<file path="config.mk">
export PLATFORM = sky130hd
export DESIGN_NAME = tbp_rw_ctrl
export DESIGN_NICKNAME = d
export VERILOG_FILES = /design/src/tbp_pkg.sv /design/src/tbp_rw_ctrl.sv /design/src/tbp_buf2.sv
export SDC_FILE = /design/constraint.sdc
export NUM_CORES = 2
export LEC_CHECK = 0
export ABC_CLOCK_PERIOD_IN_PS = 5800
export CAP_MARGIN = 20
export CORE_MARGIN = 3
export CORE_UTILIZATION = 45
export DETAILED_ROUTE_END_ITERATION = 7
export DONT_BUFFER_PORTS = 1
export PLACE_DENSITY = 0.6
export SLEW_MARGIN = 10
export SYNTH_ARGS = -nofsm -noshare
export SYNTH_HDL_FRONTEND = slang
export SYNTH_SLANG_ARGS = --single-unit
</file>
<file path="constraint.sdc">
create_clock -name clk_sys -period 5.8 [get_ports clk_sys]
set_input_delay 0.29 -clock clk_sys [delete_from_list [all_inputs] [get_ports clk_sys]]
set_output_delay 0.29 -clock clk_sys [all_outputs]
set_load 0.01 [all_outputs]
</file>
<file path="src/tbp_pkg.sv">
/*
 * Shared constants and types for the TypeB block protocol reader controller.
 * Assumes a 50 MHz system clock; all link timing derives from it.
 */
package tbp_pkg;
  localparam int CLK_NS = 20;
  // One elementary time unit per bit at 106 kbps and 212 kbps
  localparam int ETU106_NS = 9440;
  localparam int ETU212_NS = 4720;
  localparam logic [8:0] ETU106_CYC = 9'(ETU106_NS / CLK_NS);
  localparam logic [8:0] ETU212_CYC = 9'(ETU212_NS / CLK_NS);
  // Frame waiting time, default for a waiting integer of 4
  localparam int FWT_US = 4832;
  localparam int FWT_CYC_DEF = FWT_US * 1000 / CLK_NS;
  localparam int FWT_W = 24;
  localparam int FRAG_LEN = 64;
  localparam int MAX_FIELD = 256;
  localparam logic [1:0] RETRY_MAX = 2'h3;
  // Protocol control byte values and decode masks
  localparam logic [7:0] PCB_I = 8'h02;
  localparam logic [7:0] PCB_CHAIN = 8'h10;
  localparam logic [7:0] PCB_RACK = 8'hA2;
  localparam logic [7:0] PCB_RNAK = 8'hB2;
  localparam logic [7:0] PCB_DESEL = 8'hC2;
  localparam logic [7:0] MSK_I = 8'hE2;
  localparam logic [7:0] MSK_R = 8'hE6;
  localparam logic [7:0] VAL_R = 8'hA2;
  localparam logic [7:0] MSK_S = 8'hF6;
  localparam logic [7:0] MSK_OPT = 8'h0C;
  localparam int BIT_BLK = 0;
  localparam int BIT_CHAIN = 4;
  localparam int BIT_NAK = 4;
  // CRC_B, reflected, sent inverted low byte first
  localparam logic [15:0] CRC_INIT = 16'hFFFF;
  localparam logic [15:0] CRC_POLY = 16'h8408;
  localparam logic [15:0] CRC_RESID = 16'hF0B8;
  localparam int CRC_BYTES = 2;
  // Serial patterns, shifted out LSB first
  localparam logic [11:0] SH_SOF = 12'hC00;
  localparam logic [11:0] SH_EOF = 12'h000;
  localparam logic [3:0] NB_SOF = 4'hC;
  localparam logic [3:0] NB_CHAR = 4'hA;
  typedef enum logic [1:0] {K_I, K_RACK, K_RNAK, K_DESEL} tbp_kind_t;
  typedef enum logic [2:0] {
    ST_IDLE, ST_LOAD, ST_TX, ST_RX, ST_EVAL, ST_DRAIN
  } tbp_st_t;
  typedef enum logic [1:0] {TS_OFF, TS_SOF, TS_DATA, TS_EOF} tbp_tseg_t;
  typedef enum logic [1:0] {RS_LOW, RS_BITS, RS_HIGH} tbp_rseg_t;
endpackage : tbp_pkg

</file>
<file path="src/tbp_rw_ctrl.sv">
/*
 * Reader/writer side of a TypeB block protocol link: frames, sends and
 * checks blocks, keeps the block number, chains and deselects.
 * Assumes link_in is already synchronous to clk_sys and idles high.
 */
// Summary of operation
// - Bit rate selectable, 106 or 212 kbps
// - Characters: start, eight data LSB first, stop
// - SOF and EOF; data field capped 256 bytes
// - Never send CID or NAD bytes
// - Block is PCB, INF, two CRC_B bytes
// - I, R and S blocks decoded apart
// - Chained fragments carry 64 bytes each
// - Reader block number zero on activation
// - Matching I or R(ACK) toggles reader number; code toggles on R(ACK) only while the reader chains
// - Chained I-block is answered by R(ACK)
// - Error or timeout: send R(NAK)
// - Error while tag chains: send R(ACK)
// - R(ACK) differing: resend; matching: continue chain
// - Failed deselect: resend or give up
`timescale 1ns/10ps
`default_nettype none
module tbp_rw_ctrl #(
  parameter int FWT_CYC = tbp_pkg::FWT_CYC_DEF
) (
  input wire logic clk_sys,
  input wire logic rst,
  input wire logic rate_212,
  input wire logic act_req,
  input wire logic desel_req,
  input wire logic cmd_valid,
  output logic cmd_ready,
  input wire logic [7:0] cmd_data,
  input wire logic cmd_last,
  output logic rsp_valid,
  input wire logic rsp_ready,
  output logic [7:0] rsp_data,
  output logic rsp_last,
  output logic busy,
  output logic done,
  output logic err,
  output logic deselected,
  output logic link_out,
  input wire logic link_in
);
  function automatic logic [15:0] crc_upd(input logic [15:0] c,
                                          input logic [7:0] d);
    logic [15:0] r;
    r = c;
    for (int i = 0; i < 8; i++) begin
      r = (r[0] ^ d[i]) ? ((r >> 1) ^ tbp_pkg::CRC_POLY) : (r >> 1);
    end
    return r;
  endfunction : crc_upd

  tbp_pkg::tbp_st_t st_r;
  tbp_pkg::tbp_kind_t kind_r;
  logic blk_r, tag_chain_r, tx_chain_r, desel_r, done_r, err_r;
  logic [1:0] retry_r;
  logic [6:0] tx_len_r;
  logic [7:0] txbuf [0:tbp_pkg::FRAG_LEN-1];
  logic [7:0] rxbuf [0:tbp_pkg::MAX_FIELD-1];

  // Bit timing shared by both directions
  wire [8:0] etu = rate_212 ? tbp_pkg::ETU212_CYC
                            : tbp_pkg::ETU106_CYC;

  // Transmit engine
  tbp_pkg::tbp_tseg_t tseg_r;
  logic [11:0] sh_r;
  logic [3:0] nb_r;
  logic [8:0] tcnt_r;
  logic [7:0] tpos_r;
  logic [15:0] tcrc_r;
  logic tx_go, tx_end;
  wire [7:0] tot = (kind_r == tbp_pkg::K_I)
      ? 8'(tx_len_r) + 8'(1 + tbp_pkg::CRC_BYTES)
      : 8'(1 + tbp_pkg::CRC_BYTES);
  // CID and NAD bits stay clear in every PCB that is built here
  wire [7:0] pcb_i = tbp_pkg::PCB_I | (tx_chain_r ? tbp_pkg::PCB_CHAIN : 8'h00)
                     | {7'h00, blk_r};
  wire [7:0] tx_pcb = (kind_r == tbp_pkg::K_I) ? pcb_i
      : (kind_r == tbp_pkg::K_RACK) ? (tbp_pkg::PCB_RACK | {7'h00, blk_r})
      : (kind_r == tbp_pkg::K_RNAK) ? (tbp_pkg::PCB_RNAK | {7'h00, blk_r})
      : tbp_pkg::PCB_DESEL;
  wire [7:0] tx_byte = (tpos_r == 8'h00) ? tx_pcb
      : (tpos_r == tot - 8'h02) ? ~tcrc_r[7:0]
      : (tpos_r == tot - 8'h01) ? ~tcrc_r[15:8]
      : txbuf[6'(tpos_r - 8'h01)];
  wire tbit_end = (tseg_r != tbp_pkg::TS_OFF) && (tcnt_r == etu - 9'h001);
  wire tmore = (tpos_r != tot);

  assign link_out = (tseg_r == tbp_pkg::TS_OFF) ? 1'b1 : sh_r[0];
  assign tx_end = tbit_end && (nb_r == 4'h1) && (tseg_r == tbp_pkg::TS_EOF);

  always_ff @(posedge clk_sys or posedge rst) begin
    if (rst) begin
      tseg_r <= tbp_pkg::TS_OFF;
      sh_r <= '0;
      nb_r <= '0;
      tcnt_r <= '0;
      tpos_r <= '0;
      tcrc_r <= tbp_pkg::CRC_INIT;
    end else if (tx_go) begin
      tseg_r <= tbp_pkg::TS_SOF;
      sh_r <= tbp_pkg::SH_SOF;
      nb_r <= tbp_pkg::NB_SOF;
      tcnt_r <= '0;
      tpos_r <= '0;
      tcrc_r <= tbp_pkg::CRC_INIT;
    end else if (tbit_end) begin
      tcnt_r <= '0;
      if (nb_r != 4'h1) begin
        sh_r <= sh_r >> 1;
        nb_r <= nb_r - 4'h1;
      end else if (tseg_r != tbp_pkg::TS_EOF && tmore) begin
        tseg_r <= tbp_pkg::TS_DATA;
        sh_r <= {2'b00, 1'b1, tx_byte, 1'b0};
        nb_r <= tbp_pkg::NB_CHAR;
        tpos_r <= tpos_r + 8'h01;
        // CRC frozen once its own bytes start going out
        if (tpos_r < tot - 8'h02) begin
          tcrc_r <= crc_upd(tcrc_r, tx_byte);
        end
      end else if (tseg_r != tbp_pkg::TS_EOF) begin
        tseg_r <= tbp_pkg::TS_EOF;
        sh_r <= tbp_pkg::SH_EOF;
        nb_r <= tbp_pkg::NB_CHAR;
      end else begin
        tseg_r <= tbp_pkg::TS_OFF;
      end
    end else if (tseg_r != tbp_pkg::TS_OFF) begin
      tcnt_r <= tcnt_r + 9'h001;
    end
  end

  // Receive engine: ten samples per character at mid-bit
  tbp_pkg::tbp_rseg_t rseg_r;
  logic [9:0] rsh_r;
  logic [3:0] rnb_r;
  logic [8:0] rcnt_r;
  logic in_frame_r, ovf_r, rx_end_r;
  logic [8:0] rx_len_r;
  logic [15:0] rcrc_r;
  wire rx_en = (st_r == tbp_pkg::ST_RX);
  wire rsamp = (rseg_r == tbp_pkg::RS_BITS) && (rcnt_r == 9'h000);
  wire [9:0] rchar = {link_in, rsh_r[9:1]};
  wire rchar_done = rsamp && (rnb_r == 4'h1);
  // Ten low bits is a delimiter: first one opens, next one closes
  wire rdelim = (rchar == 10'h000);

  always_ff @(posedge clk_sys or posedge rst) begin
    if (rst) begin
      rseg_r <= tbp_pkg::RS_HIGH;
      rsh_r <= '0;
      rnb_r <= '0;
      rcnt_r <= '0;
    end else if (!rx_en) begin
      rseg_r <= tbp_pkg::RS_HIGH;
    end else begin
      case (rseg_r)
        tbp_pkg::RS_HIGH: begin
          if (link_in) begin
            rseg_r <= tbp_pkg::RS_LOW;
          end
        end
        tbp_pkg::RS_LOW: begin
          if (!link_in) begin
            rseg_r <= tbp_pkg::RS_BITS;
            rcnt_r <= 9'(etu >> 1);
            rnb_r <= tbp_pkg::NB_CHAR;
          end
        end
        tbp_pkg::RS_BITS: begin
          rcnt_r <= rsamp ? etu - 9'h001 : rcnt_r - 9'h001;
          if (rsamp) begin
            rsh_r <= rchar;
            rnb_r <= rnb_r - 4'h1;
            if (rnb_r == 4'h1) begin
              rseg_r <= tbp_pkg::RS_HIGH;
            end
          end
        end
        default: rseg_r <= tbp_pkg::RS_HIGH;
      endcase
    end
  end

  always_ff @(posedge clk_sys or posedge rst) begin
    if (rst) begin
      in_frame_r <= 1'b0;
      ovf_r <= 1'b0;
      rx_end_r <= 1'b0;
      rx_len_r <= '0;
      rcrc_r <= tbp_pkg::CRC_INIT;
    end else begin
      // Held until the next frame goes out, so evaluation still sees it
      if (tx_go) begin
        rx_end_r <= 1'b0;
      end
      if (!rx_en) begin
        in_frame_r <= 1'b0;
      end else if (rchar_done && rdelim) begin
        in_frame_r <= !in_frame_r;
        rx_end_r <= in_frame_r;
        if (!in_frame_r) begin
          rx_len_r <= '0;
          ovf_r <= 1'b0;
          rcrc_r <= tbp_pkg::CRC_INIT;
        end
      end else if (rchar_done && in_frame_r && rchar[9]) begin
        if (rx_len_r == 9'(tbp_pkg::MAX_FIELD)) begin
          ovf_r <= 1'b1;
        end else begin
          rx_len_r <= rx_len_r + 9'h001;
          rcrc_r <= crc_upd(rcrc_r, rchar[8:1]);
        end
      end
    end
  end

  always_ff @(posedge clk_sys) begin
    if (rx_en && rchar_done && in_frame_r && rchar[9] && !rx_len_r[8]) begin
      rxbuf[rx_len_r[7:0]] <= rchar[8:1];
    end
  end

  // Block decode of the received frame
  wire [7:0] pcb = rxbuf[0];
  wire crc_ok = (rcrc_r == tbp_pkg::CRC_RESID)
                && (rx_len_r > 9'(tbp_pkg::CRC_BYTES));
  wire legal = crc_ok && !ovf_r && ((pcb & tbp_pkg::MSK_OPT) == 8'h00);
  wire is_i = ((pcb & tbp_pkg::MSK_I) == tbp_pkg::PCB_I);
  wire is_r = ((pcb & tbp_pkg::MSK_R) == tbp_pkg::VAL_R);
  // Any S-block other than a deselect (such as WTX) counts as illegal
  wire is_desel = ((pcb & tbp_pkg::MSK_S) == tbp_pkg::PCB_DESEL);
  wire num_eq = (pcb[tbp_pkg::BIT_BLK] == blk_r);
  wire rx_chain = pcb[tbp_pkg::BIT_CHAIN];
  wire [8:0] inf_end = rx_len_r - 9'(tbp_pkg::CRC_BYTES);

  // Frame waiting timer
  logic [tbp_pkg::FWT_W-1:0] fwt_r;
  wire fwt_out = (fwt_r == tbp_pkg::FWT_W'(FWT_CYC));

  // Response path through the two-entry buffer
  logic [8:0] rd_r;
  logic [6:0] ld_r;
  wire bin_ready;
  wire drain_push = (st_r == tbp_pkg::ST_DRAIN) && (rd_r != inf_end);
  wire last_inf = (rd_r == inf_end - 9'h001);
  logic [8:0] bout;

  tbp_buf2 #(.W(9)) u_rsp_buf (
    .clk_sys(clk_sys),
    .rst(rst),
    .in_valid(drain_push),
    .in_ready(bin_ready),
    .in_data({last_inf && !rx_chain, rxbuf[rd_r[7:0]]}),
    .out_valid(rsp_valid),
    .out_ready(rsp_ready),
    .out_data(bout)
  );
  assign rsp_data = bout[7:0];
  assign rsp_last = bout[8];

  assign cmd_ready = (st_r == tbp_pkg::ST_LOAD);
  wire cmd_take = cmd_valid && cmd_ready;
  wire frag_full = (ld_r == 7'(tbp_pkg::FRAG_LEN - 1));
  assign busy = (st_r != tbp_pkg::ST_IDLE);
  assign done = done_r;
  assign err = err_r;
  assign deselected = desel_r;
  assign tx_go = (st_r == tbp_pkg::ST_TX) && (tseg_r == tbp_pkg::TS_OFF)
                 && !tx_end;

  always_ff @(posedge clk_sys) begin
    if (cmd_take) begin
      txbuf[ld_r[5:0]] <= cmd_data;
    end
  end

  always_ff @(posedge clk_sys or posedge rst) begin
    if (rst) begin
      fwt_r <= '0;
    end else begin
      // Restarts on every character, so a cut frame also times out
      fwt_r <= (!rx_en || fwt_out || rchar_done) ? '0 : fwt_r + 1'b1;
    end
  end

  // Protocol sequencer
  always_ff @(posedge clk_sys or posedge rst) begin
    if (rst) begin
      st_r <= tbp_pkg::ST_IDLE;
      kind_r <= tbp_pkg::K_I;
      blk_r <= 1'b0;
      tag_chain_r <= 1'b0;
      tx_chain_r <= 1'b0;
      desel_r <= 1'b0;
      done_r <= 1'b0;
      err_r <= 1'b0;
      retry_r <= '0;
      tx_len_r <= '0;
      ld_r <= '0;
      rd_r <= '0;
    end else begin
      done_r <= 1'b0;
      err_r <= 1'b0;
      case (st_r)
        tbp_pkg::ST_IDLE: begin
          retry_r <= '0;
          ld_r <= '0;
          if (act_req) begin
            blk_r <= 1'b0;
            tag_chain_r <= 1'b0;
            desel_r <= 1'b0;
          end else if (desel_req) begin
            kind_r <= tbp_pkg::K_DESEL;
            st_r <= tbp_pkg::ST_TX;
          end else if (cmd_valid) begin
            st_r <= tbp_pkg::ST_LOAD; // Reader always opens the exchange
          end
        end
        tbp_pkg::ST_LOAD: begin
          if (cmd_take) begin
            ld_r <= ld_r + 7'h01;
            if (cmd_last || frag_full) begin
              tx_len_r <= ld_r + 7'h01;
              tx_chain_r <= !cmd_last;
              kind_r <= tbp_pkg::K_I;
              retry_r <= '0;
              st_r <= tbp_pkg::ST_TX;
            end
          end
        end
        tbp_pkg::ST_TX: begin
          if (tx_end) begin
            st_r <= tbp_pkg::ST_RX;
          end
        end
        tbp_pkg::ST_RX: begin
          if (rx_end_r || (fwt_out && rseg_r != tbp_pkg::RS_BITS)) begin
            st_r <= tbp_pkg::ST_EVAL;
          end
        end
        tbp_pkg::ST_EVAL: begin
          rd_r <= 9'h001;
          ld_r <= '0;
          if (kind_r == tbp_pkg::K_DESEL) begin
            if (rx_end_r && legal && is_desel) begin
              desel_r <= 1'b1;
              done_r <= 1'b1;
              st_r <= tbp_pkg::ST_IDLE;
            end else if (retry_r != tbp_pkg::RETRY_MAX) begin
              retry_r <= retry_r + 2'h1;
              st_r <= tbp_pkg::ST_TX;
            end else begin
              err_r <= 1'b1;
              st_r <= tbp_pkg::ST_IDLE;
            end
          end else if (rx_end_r && legal && is_i) begin
            if (num_eq) begin
              blk_r <= !blk_r;
            end
            retry_r <= '0;
            st_r <= tbp_pkg::ST_DRAIN;
          end else if (rx_end_r && legal && is_r
                       && !pcb[tbp_pkg::BIT_NAK] && num_eq && tx_chain_r) begin
            blk_r <= !blk_r;
            st_r <= tbp_pkg::ST_LOAD;
          end else if (rx_end_r && legal && is_r
                       && !pcb[tbp_pkg::BIT_NAK] && !num_eq) begin
            kind_r <= tbp_pkg::K_I;
            st_r <= tbp_pkg::ST_TX;
          end else if (retry_r != tbp_pkg::RETRY_MAX) begin
            retry_r <= retry_r + 2'h1;
            kind_r <= tag_chain_r ? tbp_pkg::K_RACK
                                  : tbp_pkg::K_RNAK;
            st_r <= tbp_pkg::ST_TX;
          end else begin
            err_r <= 1'b1;
            st_r <= tbp_pkg::ST_IDLE;
          end
        end
        tbp_pkg::ST_DRAIN: begin
          // A full buffer stalls here; no response byte is dropped
          if (drain_push && bin_ready) begin
            rd_r <= rd_r + 9'h001;
          end else if (!drain_push) begin
            tag_chain_r <= rx_chain;
            tx_chain_r <= 1'b0;
            if (rx_chain) begin
              kind_r <= tbp_pkg::K_RACK;
              st_r <= tbp_pkg::ST_TX;
            end else begin
              done_r <= 1'b1;
              st_r <= tbp_pkg::ST_IDLE;
            end
          end
        end
        default: st_r <= tbp_pkg::ST_IDLE;
      endcase
    end
  end
endmodule : tbp_rw_ctrl
`default_nettype wire

</file>
<file path="src/tbp_buf2.sv">
/*
 * Two-entry buffer with valid/ready on both sides.
 * Assumes a single clock; in_ready is low only when both entries are full.
 */
`timescale 1ns/10ps
`default_nettype none
module tbp_buf2 #(
  parameter int W = 9
) (
  input wire logic clk_sys,
  input wire logic rst,
  input wire logic in_valid,
  output logic in_ready,
  input wire logic [W-1:0] in_data,
  output logic out_valid,
  input wire logic out_ready,
  output logic [W-1:0] out_data
);
  logic [W-1:0] ent0_r, ent1_r;
  logic [1:0] cnt_r;
  wire push = in_valid && in_ready;
  wire pop = out_valid && out_ready;

  assign in_ready = (cnt_r != 2'h2);
  assign out_valid = (cnt_r != 2'h0);
  assign out_data = ent0_r;

  // Entry 0 is always the head, so the output comes straight from a flop
  always_ff @(posedge clk_sys or posedge rst) begin
    if (rst) begin
      cnt_r <= 2'h0;
      ent0_r <= '0;
      ent1_r <= '0;
    end else begin
      cnt_r <= cnt_r + {1'b0, push} - {1'b0, pop};
      if (pop) begin
        ent0_r <= (cnt_r == 2'h2) ? ent1_r : in_data;
      end else if (push && cnt_r == 2'h0) begin
        ent0_r <= in_data;
      end
      if (push && (cnt_r == 2'h2 || (cnt_r == 2'h1 && !pop))) begin
        ent1_r <= in_data;
      end
    end
  end
endmodule : tbp_buf2
`default_nettype wire

</file>
==> flow_metrics.tcl <==
set metrics [dict create \
    worstPathCellList "inv_1, ha_1, nand2_1, or3_1, or3_1, nor4_2, nand4_1, buf_4, nor2_1, and2_1, nand3_2, buf_4, nor2_1" \
    post-route-min-period_ns 5.25 \
    firstDrtPassIters 6 \
    rows 180 \
    p_sw_share_pct 19.6 \
    port_buffers 0 \
    grt_max_degree 179 \
    cts_max_path_buffers 4 \
    antenna_found_initial 8 \
    cpMaxStageDelayCell "nand3_2" \
    h-tree-depth 5 \
    ant_nets 0 \
    clock_skew_ns 0.0778 \
    cts_tree "built" \
    track_usage_pct 21.5 \
    maxCapViolCount 0 \
    vias 54400 \
    grt_pass1_vias 54600 \
    yosys_warnings 0 \
    syn_nets 5471 \
    syn_to_final_growth_pct 13.2 \
    dp.final_hpwl_um 163000 \
    synth_top_area_share_pct 69.8 \
    outcome "finished clean" \
    synth_cells 5416 \
    cts.sinks 2743 \
    place_inst 8498 \
    worstSetupEndpointType "flop" \
    clockRootBuffer "clkbuf_16" \
    wl_per_cell_um 29.6 \
    cp_max_fo 13 \
    finalSetupViolCount 0 \
    grt-ovfl-total 0 \
    synthArstFlopShare_pct 6.67 \
    final_common_cell "edfxtp_1" \
    tightest_slew_ns 1.09 \
    power_leakage_nw 37.1 \
    rsz0062_at_grt "false" \
    coreArea_mm2 0.242 \
    fin_nets 5698 \
    die_y_um 501 \
    p_sw_mw 7.93 \
    num_io_pins 33 \
    vias_per_cell 6.01 \
    synth_cell_types 90 \
    worstPathArrival_ns 5.76 \
    initial_core_util_pct 45.5 \
    wl_um 268000 \
    slew_headroom_pct 27.1 \
    cts_buffers 301 \
    critPathMaxStageDelay_ns 0.78 \
    p_total_mw 40.4 \
    synth_area_mm2 0.110 \
    p_int_mw 32.5 \
    layout-drive-gt1-share_pct 26.4 \
    synthTopCellsByArea "edfxtp_1, mux4_2, dfrtp_1" \
    layout_common_cells "edfxtp_1, mux4_2, nor2_1" \
    critPathBufInv 3 \
    die-area_mm2 0.251 \
    cp-start-kind "flop" \
    fmax_mhz 190 \
    crit_type "flop to flop" \
    grt_first_pass_wirelength_um 395000 \
    synth-edff-count 2560 \
    clk_latency_ns 0.94 \
    drt_iter0_drc 6280 \
    p_seq_share_pct 53.3 \
    hold_viol_final 0 \
    regToRegSetupSlack_ns 0.55 \
    post_cts_buffers 0 \
    combPwrFrac_pct 1.3 \
    cp.required_ns 6.30 \
    gp_congestion 0.858 \
    seq_area_frac_synth_pct 74.0 \
    hold_path_class "input pin to asynchronous set/reset pin" \
    fin_setup_tns_ns 0 \
    clockPowerShare_pct 45.4 \
    avgSynthCellArea_um2 20.3 \
    final_cells 9050 \
    ys.flop_type "edfxtp_1" \
    drc 0 \
    die_w_um 501 \
    power_density_mw_per_mm2 325 \
    clk_pin_slew_worst_paths_ns 0.06 \
    ys_ff_latch 2743 \
    crit_family "simple AND/OR/NAND/NOR gates" \
    yosysTopAreaCell "edfxtp_1" \
    final_max_slew_viol_count 0 \
    min_period_over_period_pct 90.6 \
    whs_ns 0.0484 \
    ir_drop_mv 0.339 \
]
## path summary, 6_finish.rpt
path                                       startpoint                      to  cells past startpoint
worst max-delay path            rcnt_r[0]$_DFFE_PP0P_  rxbuf[31][3]$_DFFE_PP_                     13
worst min-delay path                              rst     fwt_r[19]$_DFF_PP0_                      2
worst max register to register  rcnt_r[0]$_DFFE_PP0P_  rxbuf[31][3]$_DFFE_PP_                     13
worst min register to register    sh_r[0]$_DFFE_PP0P_     sh_r[0]$_DFFE_PP0P_                      2
max in group asynchronous                         rst     rd_r[3]$_DFFE_PP0P_                      3
min in group clk_sys                         rate_212     nb_r[0]$_DFFE_PP0P_                      3
## registers in the layout, summed over array words and instances (netlist names), 7 cells and up
| register | cells |
|---|---|
| ld_r | 7 |
| tpos_r | 8 |
| rx_len_r | 9 |
| tx_len_r | 7 |
| rsh_r | 9 |
| tcnt_r | 9 |
| sh_r | 12 |
| rcrc_r | 16 |
| tcrc_r | 16 |
| txbuf | 512 |
| rcnt_r | 9 |
| fwt_r | 24 |
| rd_r | 9 |
| rxbuf | 2048 |
| u_rsp_buf.ent1_r | 9 |
| u_rsp_buf.out_data | 9 |
## power by group through the flow
stage | Sequential [mW] | Clock [mW] | Combinational [mW]
5_1_grt | 21.6 | 19.5 | 0.573
3_3_place_gp | 22.0 | 0 | 0.416
3_5_place_dp | 22.0 | 0 | 0.423
2_1_floorplan | 22.0 | 0 | 0.327
4_1_cts | 21.6 | 18.7 | 0.512
6_report | 21.6 | 18.4 | 0.509
## stage by stage
stage	instance area [µm²]	utilization [%]	worst slack, ns
after floorplan	110000	-	0.593
after global placement	115000	47.5	0.653
after detailed placement	115000	47.5	0.664
after CTS	125000	51.5	0.647
after global routing	125000	51.5	0.259
final	125000	51.5	0.545
## kinds of logic after synthesis
| kind of cell | count (synthesis) | share of synthesized area (%) |
|---|---|---|
| mux | 916 | 17.7 |
| buf+inv | 335 | 1.27 |
| xor+xnor | 130 | 1.07 |
| compound gates | 294 | 1.63 |
| flops | 2743 | 74.0 |
| fa+ha+maj | 38 | 0.432 |
| simple gates | 960 | 3.93 |
## timing repair
action                                 CTS  global route
resized for setup                        0             0
hold buffers                            26             0
endpoints found under the hold margin  706             0
## area by class of cell
class | count | area (µm²)
clock buffer | 358 | 7900
tap | 3185 | 3990
sequential | 2743 | 81500
fill | 18900 | 117000
multi-input combinational | 2338 | 27300
timing repair buffer | 217 | 2220
inverter | 42 | 165
clock inverter | 162 | 1470
antenna | 5 | 12.5
## cell usage after synthesis, types with 38 or more instances
cell type / number
nand3_1: 77
dfrtp_1: 150
edfxtp_1: 2560
buf_1: 50
o21ai_0: 107
a21oi_1: 73
inv_1: 41
clkbuf_1: 187
nand2_1: 184
mux4_2: 819
ha_1: 38
xor2_1: 58
xnor2_1: 66
mux2i_1: 72
nor2_1: 481
## metal layers
layer	GRT usage [%]	vias to the layer above	wire, µm
met3	3.98	398	20200
met4	5.32	0	6370
met2	32.8	2168	126000
li1	-	22700	-
met5	0	-	0
met1	32.3	29200	116000
Note: power is estimated with default switching activity, not from simulation.
